File: config.mk
export PLATFORM = sky130hd
export DESIGN_NAME = bld_core
export DESIGN_NICKNAME = d
export VERILOG_FILES = /design/src/core/bld_pkg.sv /design/src/core/bld_core.sv
export VERILOG_INCLUDE_DIRS = /design/src /design/src/core
export SDC_FILE = /design/constraint.sdc
export NUM_CORES = 1
export LEC_CHECK = 0
export BUFFER_PORTS_ARGS = -buffer_cell sky130_fd_sc_hd__buf_2
export CAP_MARGIN = 20
export CORE_ASPECT_RATIO = 1.4
export CORE_MARGIN = 2
export CORE_UTILIZATION = 62
export CTS_CLUSTER_SIZE = 16
export DETAILED_ROUTE_END_ITERATION = 6
export PLACE_DENSITY = 0.85
export SLEW_MARGIN = 10
export SYNTH_ARGS = -nofsm -noshare
export SYNTH_HDL_FRONTEND = slang
export SYNTH_SLANG_ARGS = --single-unit
File: constraint.sdc
create_clock -name SYS_CLK_I -period 4.3 [get_ports SYS_CLK_I]
set_input_delay 0.86 -clock SYS_CLK_I [delete_from_list [all_inputs] [get_ports SYS_CLK_I]]
set_output_delay 0.86 -clock SYS_CLK_I [all_outputs]
set_load 0.01 [all_outputs]
File: src/core/bld_consts.svh
// Constants for the branch, move, bit-clear and return decoder.
// Assumes it is included by bare name from the core file.
`ifndef BLD_CONSTS_SVH
`define BLD_CONSTS_SVH

// Exact opcodes
`define BLD_OP_NOP        8'h04
`define BLD_OP_RET        8'hCD
`define BLD_OP_LDI_A      8'h17
`define BLD_OP_LDI_DS     8'h0D
`define BLD_OP_MV_A_IX    8'h07
`define BLD_OP_MV_A_IY    8'h0F
`define BLD_OP_MV_IX_A    8'h87
`define BLD_OP_MV_IY_A    8'h8F
`define BLD_OP_MV_A_DIR   8'h1F
`define BLD_OP_MV_DIR_A   8'h9F
// Register moves: low six bits, top two bits pick the auxiliary register
`define BLD_OP_MV_A_R_LO  6'h35
`define BLD_OP_MV_R_A_LO  6'h3D

// Patterned opcodes (low bits)
`define BLD_PAT_BNZ       3'h0
`define BLD_PAT_BZ        3'h4
`define BLD_PAT_BTCLR     5'h03
`define BLD_PAT_BTSET     5'h13
`define BLD_PAT_CLRBIT    5'h0B

// Data-space addresses held inside the core
`define BLD_ADDR_ACC      8'hFF
`define BLD_ADDR_AUX_HI   6'h20

// Instruction lengths in bytes and cycles
`define BLD_LEN_1         2'h1
`define BLD_LEN_2         2'h2
`define BLD_LEN_3         2'h3
`define BLD_CYC_2         3'h2
`define BLD_CYC_4         3'h4
`define BLD_CYC_5         3'h5

// Relative branch reference points from the opcode address
`define BLD_REF_SHORT     4'h1
`define BLD_REF_LONG      4'h2

`endif

File: src/core/bld_pkg.sv
// Types shared by the branch, move, bit-clear and return decoder.
// Assumes nothing beyond a SystemVerilog compiler.
package bld_pkg;

    // Sequencer states
    typedef enum logic [0:0] {
        ST_FETCH,
        ST_RUN
    } bld_fsm_e;

    // Decoded instruction classes
    typedef enum logic [3:0] {
        K_UNK,
        K_BNZ,
        K_BZ,
        K_BTCLR,
        K_BTSET,
        K_MV_A_R,
        K_MV_R_A,
        K_MV_A_IND,
        K_MV_IND_A,
        K_MV_A_DIR,
        K_MV_DIR_A,
        K_LDI_A,
        K_LDI_DS,
        K_NOP,
        K_CLRBIT,
        K_RET
    } bld_kind_e;

endpackage : bld_pkg

File: src/core/bld_core.sv
// Decode and execute for branches, moves, bit clear, idle and return.
// Assumes program memory and external data space answer in the same cycle.
//
// Operation
// - branch_if_nonzero adds displacement when zero flag clear; one byte, two cycles.
// - Short displacement is five bits in the opcode, reaching -15 to +16.
// - branch_if_zero_flag branches only when zero flag set; one byte, two cycles.
// - branch_if_bit_clear: selector plus 00011, address, offset; three bytes, five cycles.
// - branch_if_bit_one branches when selected bit is one; three bytes, five cycles.
// - Long displacement reaches -126 to +129.
// - Bit-test branches copy the tested bit to carry, zero flag kept.
// - register_move copies source to destination, sets zero, keeps carry; four cycles.
// - Single-byte moves between accumulator and four auxiliary registers.
// - Indirect moves through first two auxiliaries and direct moves with address byte.
// - immediate_move to accumulator: 17 then data; sets zero, keeps carry.
// - immediate_move to data space: 0D, address, data; auxiliaries at 80-83.
// - idle_opcode 04: one byte, two cycles, only the program counter advances.
// - clear_bit_op zeroes selected bit, accumulator at FF; flags kept.
// - subroutine_exit CD loads program counter from top of stack; two cycles.
// - subroutine_exit with empty stack falls through to the next instruction.
`timescale 1ns/1ns

module bld_core #(
    parameter int                   PCW         = 12,
    parameter int                   STACK_DEPTH = 4,
    parameter logic [PCW-1:0]       RESET_PC    = '0
) (
    // Clock and reset
    input  wire logic               SYS_CLK_I,
    input  wire logic               SRST_I,
    // Program memory
    output logic [PCW-1:0]          PROG_ADDR_O,
    input  wire logic [7:0]         PROG_DATA_I,
    // External data space
    output logic [7:0]              DS_ADDR_O,
    input  wire logic [7:0]         DS_RDATA_I,
    output logic [7:0]              DS_WDATA_O,
    output logic                    DS_WE_O,
    // Call side of the stack
    input  wire logic               CALL_PUSH_I,
    input  wire logic [PCW-1:0]     CALL_ADDR_I,
    // Core state
    output logic [PCW-1:0]          PC_O,
    output logic [7:0]              ACC_O,
    output logic                    ZERO_FLAG_O,
    output logic                    CARRY_FLAG_O,
    output logic                    INSTR_DONE_O,
    output logic                    UNSUP_O
);
    `include "bld_consts.svh"

    localparam int SLW = $clog2(STACK_DEPTH + 1);

    typedef struct packed {
        // Sequencer
        bld_pkg::bld_fsm_e              fsm;
        logic [2:0]                     cnt;
        // Instruction bytes
        bld_pkg::bld_kind_e             kind;
        logic [7:0]                     op;
        logic [7:0]                     b2;
        logic [7:0]                     b3;
        // Program counter and fetch address
        logic [PCW-1:0]                 pc;
        logic [PCW-1:0]                 fetch;
        // Registers and flags
        logic [7:0]                     acc;
        logic [3:0][7:0]                aux;
        logic                           zf;
        logic                           cf;
        // Return stack
        logic [SLW-1:0]                 lvl;
        logic [STACK_DEPTH-1:0][PCW-1:0] stk;
        // Data-space side
        logic [7:0]                     ds_addr;
        logic [7:0]                     ds_wdata;
        logic                           ds_we;
        // Status pulses
        logic                           done;
        logic                           unsup;
    } bld_state_s;

    bld_state_s s_q;
    bld_state_s s_d;

    // Opcode classifier; exact codes first since 04 shares the short-branch pattern
    function automatic bld_pkg::bld_kind_e decode(input logic [7:0] op);
        bld_pkg::bld_kind_e k;
        k = bld_pkg::K_UNK;
        if (op == `BLD_OP_NOP)                       k = bld_pkg::K_NOP;
        else if (op == `BLD_OP_RET)                  k = bld_pkg::K_RET;
        else if (op == `BLD_OP_LDI_A)                k = bld_pkg::K_LDI_A;
        else if (op == `BLD_OP_LDI_DS)               k = bld_pkg::K_LDI_DS;
        else if (op == `BLD_OP_MV_A_IX || op == `BLD_OP_MV_A_IY)
            k = bld_pkg::K_MV_A_IND;
        else if (op == `BLD_OP_MV_IX_A || op == `BLD_OP_MV_IY_A)
            k = bld_pkg::K_MV_IND_A;
        else if (op == `BLD_OP_MV_A_DIR)             k = bld_pkg::K_MV_A_DIR;
        else if (op == `BLD_OP_MV_DIR_A)             k = bld_pkg::K_MV_DIR_A;
        else if (op[5:0] == `BLD_OP_MV_A_R_LO)       k = bld_pkg::K_MV_A_R;
        else if (op[5:0] == `BLD_OP_MV_R_A_LO)       k = bld_pkg::K_MV_R_A;
        // Patterned classes last; their masks overlap the exact codes
        else if (op[4:0] == `BLD_PAT_BTCLR)          k = bld_pkg::K_BTCLR;
        else if (op[4:0] == `BLD_PAT_BTSET)          k = bld_pkg::K_BTSET;
        else if (op[4:0] == `BLD_PAT_CLRBIT)         k = bld_pkg::K_CLRBIT;
        else if (op[2:0] == `BLD_PAT_BNZ)            k = bld_pkg::K_BNZ;
        else if (op[2:0] == `BLD_PAT_BZ)             k = bld_pkg::K_BZ;
        return k;
    endfunction : decode

    // Instruction length in bytes
    function automatic logic [1:0] n_bytes(input bld_pkg::bld_kind_e k);
        case (k)
            bld_pkg::K_BTCLR,
            bld_pkg::K_BTSET,
            bld_pkg::K_LDI_DS:   n_bytes = `BLD_LEN_3;
            bld_pkg::K_MV_A_DIR,
            bld_pkg::K_MV_DIR_A,
            bld_pkg::K_LDI_A,
            bld_pkg::K_CLRBIT:   n_bytes = `BLD_LEN_2;
            default:             n_bytes = `BLD_LEN_1;
        endcase
    endfunction : n_bytes

    // Instruction length in cycles
    function automatic logic [2:0] n_cycles(input bld_pkg::bld_kind_e k);
        case (k)
            bld_pkg::K_BTCLR,
            bld_pkg::K_BTSET:    n_cycles = `BLD_CYC_5;
            bld_pkg::K_BNZ,
            bld_pkg::K_BZ,
            bld_pkg::K_NOP,
            bld_pkg::K_RET,
            bld_pkg::K_UNK:      n_cycles = `BLD_CYC_2;
            default:             n_cycles = `BLD_CYC_4;
        endcase
    endfunction : n_cycles

    // Data-space read: accumulator and auxiliaries live here, the rest outside
    function automatic logic [7:0] ds_read(input logic [7:0] a, input logic [7:0] acc,
                                           input logic [3:0][7:0] aux, input logic [7:0] ext);
        if (a == `BLD_ADDR_ACC)              ds_read = acc;
        else if (a[7:2] == `BLD_ADDR_AUX_HI) ds_read = aux[a[1:0]];
        else                                 ds_read = ext;
    endfunction : ds_read

    // Views of the current instruction
    logic [2:0]         cyc;
    logic [PCW-1:0]     fall_pc;
    logic [PCW-1:0]     short_tgt;
    logic [PCW-1:0]     long_tgt;
    logic [7:0]         rd;
    logic               tbit;

    // Operand views shared by the execute step
    always_comb begin
        cyc       = n_cycles(s_q.kind);
        fall_pc   = s_q.pc + PCW'(n_bytes(s_q.kind));
        short_tgt = s_q.pc + PCW'(`BLD_REF_SHORT) + {{(PCW-5){s_q.op[7]}}, s_q.op[7:3]};
        long_tgt  = s_q.pc + PCW'(`BLD_REF_LONG) + {{(PCW-8){s_q.b3[7]}}, s_q.b3};
        rd        = ds_read(s_q.ds_addr, s_q.acc, s_q.aux, DS_RDATA_I);
        tbit      = rd[s_q.op[7:5]];
    end

    // Shared write port request
    logic               wr_en;
    logic [7:0]         wr_addr;
    logic [7:0]         wr_val;

    // Sequencer and execute; one write port keeps data-space stores, internal or external, in one place
    always_comb begin
        s_d      = s_q;
        wr_en    = 1'b0;
        wr_addr  = s_q.ds_addr;
        wr_val   = s_q.acc;
        // Strobes and pulses last one cycle
        s_d.ds_we = 1'b0;
        s_d.done  = 1'b0;
        s_d.unsup = 1'b0;

        // Fetch takes the opcode; run counts the remaining cycles
        case (s_q.fsm)
            bld_pkg::ST_FETCH: begin
                // Operand bytes follow in the run state
                s_d.op    = PROG_DATA_I;
                s_d.kind  = decode(PROG_DATA_I);
                s_d.fetch = s_q.fetch + PCW'(1);
                s_d.cnt   = 3'h1;
                s_d.fsm   = bld_pkg::ST_RUN;
            end
            bld_pkg::ST_RUN: begin
                s_d.cnt = s_q.cnt + 3'h1;
                // Operand bytes follow the opcode, one per cycle
                if (s_q.cnt == 3'h1 && n_bytes(s_q.kind) > `BLD_LEN_1) begin
                    s_d.b2    = PROG_DATA_I;
                    s_d.fetch = s_q.fetch + PCW'(1);
                end
                if (s_q.cnt == 3'h2 && n_bytes(s_q.kind) > `BLD_LEN_2) begin
                    s_d.b3    = PROG_DATA_I;
                    s_d.fetch = s_q.fetch + PCW'(1);
                end
                // Present the data-space address a cycle ahead of the read
                if (s_q.cnt == cyc - 3'h2) begin
                    case (s_q.kind)
                        bld_pkg::K_MV_A_IND,
                        bld_pkg::K_MV_IND_A: s_d.ds_addr = s_q.aux[{1'b0, s_q.op[3]}];
                        bld_pkg::K_MV_A_DIR,
                        bld_pkg::K_MV_DIR_A,
                        bld_pkg::K_BTCLR,
                        bld_pkg::K_BTSET,
                        bld_pkg::K_CLRBIT:   s_d.ds_addr = s_q.b2;
                        default:             s_d.ds_addr = s_q.ds_addr;
                    endcase
                end

                // Last cycle: execute, then hand over to the next fetch
                if (s_q.cnt == cyc - 3'h1) begin
                    // Fall through unless a branch or return says otherwise
                    s_d.pc    = fall_pc;
                    s_d.fsm   = bld_pkg::ST_FETCH;
                    s_d.done  = 1'b1;
                    case (s_q.kind)
                        // Short branches test the zero flag and leave both flags
                        bld_pkg::K_BNZ:
                            if (!s_q.zf) s_d.pc = short_tgt;
                        bld_pkg::K_BZ:
                            if (s_q.zf) s_d.pc = short_tgt;

                        // Bit tests load carry whether or not they branch
                        bld_pkg::K_BTCLR: begin
                            s_d.cf = tbit;
                            if (!tbit) s_d.pc = long_tgt;
                        end
                        bld_pkg::K_BTSET: begin
                            s_d.cf = tbit;
                            if (tbit) s_d.pc = long_tgt;
                        end

                        // Register moves never leave the core
                        bld_pkg::K_MV_A_R: begin
                            s_d.acc = s_q.aux[s_q.op[7:6]];
                            s_d.zf  = (s_q.aux[s_q.op[7:6]] == 8'h00);
                        end
                        bld_pkg::K_MV_R_A: begin
                            s_d.aux[s_q.op[7:6]] = s_q.acc;
                            s_d.zf  = (s_q.acc == 8'h00);
                        end

                        // Loads take the byte read in this cycle
                        bld_pkg::K_MV_A_IND,
                        bld_pkg::K_MV_A_DIR: begin
                            s_d.acc = rd;
                            s_d.zf  = (rd == 8'h00);
                        end

                        // Stores use the shared write port below
                        bld_pkg::K_MV_IND_A,
                        bld_pkg::K_MV_DIR_A: begin
                            wr_en  = 1'b1;
                            s_d.zf = (s_q.acc == 8'h00);
                        end

                        // Only the accumulator form of the immediate load sets zero
                        bld_pkg::K_LDI_A: begin
                            s_d.acc = s_q.b2;
                            s_d.zf  = (s_q.b2 == 8'h00);
                        end
                        bld_pkg::K_LDI_DS: begin
                            wr_en   = 1'b1;
                            wr_addr = s_q.b2;
                            wr_val  = s_q.b3;
                        end

                        // Read, clear and write back through one address
                        bld_pkg::K_CLRBIT: begin
                            wr_en  = 1'b1;
                            wr_val = rd & ~(8'h01 << s_q.op[7:5]);
                        end

                        // Pop only a pushed entry; an empty stack falls through
                        bld_pkg::K_RET:
                            if (s_q.lvl != '0) begin
                                s_d.pc  = s_q.stk[s_q.lvl - SLW'(1)];
                                s_d.lvl = s_q.lvl - SLW'(1);
                            end

                        // Unknown opcodes behave as a two-cycle idle
                        bld_pkg::K_UNK:
                            s_d.unsup = 1'b1;
                        default: ;
                    endcase
                    // Next fetch follows the chosen program counter
                    s_d.fetch = s_d.pc;
                end
            end
            default: s_d.fsm = bld_pkg::ST_FETCH;
        endcase

        // Single data-space write port
        if (wr_en) begin
            if (wr_addr == `BLD_ADDR_ACC)              s_d.acc = wr_val;
            else if (wr_addr[7:2] == `BLD_ADDR_AUX_HI) s_d.aux[wr_addr[1:0]] = wr_val;
            else begin
                s_d.ds_we    = 1'b1;
                s_d.ds_addr  = wr_addr;
                s_d.ds_wdata = wr_val;
            end
        end

        // Call push after any pop; a push into a full stack is dropped
        if (CALL_PUSH_I && s_d.lvl < SLW'(STACK_DEPTH)) begin
            s_d.stk[s_d.lvl] = CALL_ADDR_I;
            s_d.lvl          = s_d.lvl + SLW'(1);
        end

        // Synchronous reset overrides everything above
        if (SRST_I) begin
            s_d       = '0;
            s_d.pc    = RESET_PC;
            s_d.fetch = RESET_PC;
        end
    end

    // State register
    always_ff @(posedge SYS_CLK_I) begin
        s_q <= s_d;
    end

    // Outputs straight from state
    assign PROG_ADDR_O  = s_q.fetch;
    assign DS_ADDR_O    = s_q.ds_addr;
    assign DS_WDATA_O   = s_q.ds_wdata;
    assign DS_WE_O      = s_q.ds_we;
    assign PC_O         = s_q.pc;
    assign ACC_O        = s_q.acc;
    assign ZERO_FLAG_O  = s_q.zf;
    assign CARRY_FLAG_O = s_q.cf;
    assign INSTR_DONE_O = s_q.done;
    assign UNSUP_O      = s_q.unsup;

endmodule : bld_core

==> run summary <==
Sequential share of the synthesized area: 29.1%
Remaining antenna violation count: 0
Worst-Skew Late Latency: 0.44 ns
Synthesized area: 11400 sq um
Area share of fa/ha/maj cells after synthesis: 5.70%
Final std cells w/o fill: 1642
Die width: 118 um
Post-Synth XOR/XNOR Area: 2.85%
Slew margin rel.: 35.5%
Synth async-reset ratio: 0%
Dpl hpwl: 25000 um
Initial Utilization: 63.2%
WS Path Type: reg -> reg
CTS sink count: 165
Setup violators final: 0
Fmax: 255 MHz
Initial antenna violation count: 0
Grt ovf: 0
RSZ-0062 raised after global routing: no
Worst-path clk slew: 0.07 ns
Int Pwr: 2760 uW
R2r setup slk: 0.38 ns
Synth Area in Compound Gates: 20.4%
Main combinational cell family by area after synthesis: simple AND/OR/NAND/NOR gates
Proportion of synthesized area in mux cells: 11.1%
CTS resizes: 0
Vias post-DR: 10972
Fin Hold WS: 0.455 ns
Clk buf depth: 2
Wire per inst: 21.0 um
WP data required: 4.66 ns
Post-synth EDFFs: 0
Logic pwr share: 21.1%
Avg Inst Size Synth: 8.22 sq um
CP startpoint kind: register
# Max-Cap Violations: 0
Most common cell in the netlist: dfxtp_1
Net count, final: 1470
Slew Viols, Final: 0
Post-synth top area share: 29.1%
Core area: 18000 sq um
Post-Syn Instances: 1383
Diode count: 0
CTS tree: yes
GRT Util Overall: 35.0%
Area leader, netlist: dfxtp_1
Crit path launch: s_q[161]$_SDFFE_PP0N_
P_sw: 1350 uW
Period minus WS final: 3.92 ns
Sequential share of power: 41.1%
IO Port Bufs: 83
Number of cell rows: 58
Final wirelength: 34600 um
LEAKAGE: 0.00474 uW
Violated checks: DRC
Share of layout cells above drive strength 1: 17.1%
Die H: 164 um
Placed cells: 1610
Hold_buf cts: 0
P&R area growth vs syn: 8.08%
DR vias/cell: 6.68
IO Pins: 84
TNS Setup: 0 ns
Worst hold path class: reg -> reg
Flops & latches, synth: 165
Crit. End Element: register
1st-pass router iterations: 7
Syn_nets: 1464
Pwr per Cell Area: 335 nW/um^2
Vias in the first global route: 10540
DR iter-0 viols: 1067
Clock Power Share: 37.8%
Setup WS pre-CTS: 0.321 ns
Clock skew: 0.00810 ns
Largest net degree at the start of global routing: 90
Final worst slack: 0.383 ns
Worst Path Max Fanout: 21
Area contributors post-synth: dfxtp_1, ha_1, mux4_2, a21oi_1, a211oi_1
Final Util: 68.3%
GPL Wtd Cong: 1.01
Most used DFF post-synth: dfxtp_1
Post-synthesis cell type count: 81
CTS Buf Count: 17
Reg2reg start: s_q[161]$_SDFFE_PP0N_
Switching power share of the total: 32.9%
Wire length of the first global-routing pass: 54000 um
Synth cell count leaders: dfxtp_1, nand2_1, nor2_1
Status: complete, but fails checks
Hold Vio Cnt, Final: 0
Critical Path AT: 4.28 ns
Setup Buffers After CTS: 0
VDD IR max: 0.265 mV
Final period util: 91.1%
Root buf cell: clkbuf_16
DRC viols: 6
H-tree depth: 4
Actual slew at the worst max-slew pin: 0.967 ns
Die area: 19500 sq um
Synth Area in Simple Gates: 22.6%
Synthesis Warnings: 0
layout by cell type, fill, tap and decap left out, types with 16 or more instances in the layout:
cell type | netlist | final
buf_2 | 18 | 82
o22ai_1 | 19 | 19
ha_1 | 47 | 45
a211oi_1 | 66 | 66
mux4_2 | 26 | 26
nand2_1 | 124 | 123
mux2i_1 | 41 | 41
mux2_2 | 17 | 17
clkbuf_16 | 0 | 17
nor3_1 | 29 | 27
and3_1 | 16 | 16
nand3_1 | 79 | 79
nor2b_1 | 45 | 45
xnor2_1 | 25 | 25
inv_1 | 37 | 37
nand2b_1 | 20 | 20
nor2_1 | 116 | 116
buf_4 | 48 | 52
dfxtp_1 | 165 | 165
a21oi_1 | 111 | 111
o21ai_0 | 49 | 48
final cells by class:
type / instances / area (sq um)
Sequential cell: 165 / 3300
Fill cell: 1524 / 5710
Timing Repair Buffer: 134 / 801
Multi-Input combinational cell: 1034 / 7150
Clock buffer: 18 / 429
Tap cell: 240 / 300
Clock inverter: 14 / 168
Inverter: 37 / 139
cells by family after synthesis:
family | count (synthesis)
AO/OA/AOI/OAI | 353
adder cells (fa/ha/maj) | 50
XOR/XNOR | 37
buffers and inverters | 184
multiplexers | 88
AND/OR/NAND/NOR | 506
flip-flops | 165
per-stage QoR:
step,area (sq um),total power (uW)
6_report,12300,4110
5_1_grt,12300,4260
4_1_cts,12300,4090
3_5_place_dp,11700,2560
3_3_place_gp,11700,2540
2_1_floorplan,11400,2340
power by group through the flow:
| stage | sequential, uW | clock (uW) | combinational [uW] |
|---|---|---|---|
| 5_1_grt | 1700 | 1620 | 942 |
| 3_3_place_gp | 1720 | 0 | 826 |
| 6_report | 1690 | 1560 | 869 |
| 3_5_place_dp | 1720 | 0 | 846 |
| 2_1_floorplan | 1680 | 0 | 661 |
| 4_1_cts | 1680 | 1560 | 851 |
worst paths after layout:
path | endpoint | cells after the start
setup / recovery | register | 16
hold / removal | register | 2
setup reg to reg | register | 16
hold reg to reg | register | 2
per-layer routing:
metal	up-vias	part of all wire, %	global-route usage, %
li1	5023	-	-
met5	-	0	0
met3	192	7.2	7.08
met1	5158	35	36.8
met4	0	8.3	27.2
met2	599	49	61.4
critical path, stage by stage (launching register included):
cell and delay [ns]:
dfxtp_1 0.41, buf_4 0.26, nor2b_1 0.24, nand2_1 0.09, a21oi_1 0.19, ha_1 0.27
xor2_1 0.30, inv_1 0.15, nor3_2 0.17, nand2_1 0.14, xnor2_1 0.38, inv_1 0.14
ha_1 0.22, ha_1 0.20, nand2_1 0.40, nand2_1 0.10, a21oi_1 0.16
No activity file was read; power rests on OpenSTA's default activity.
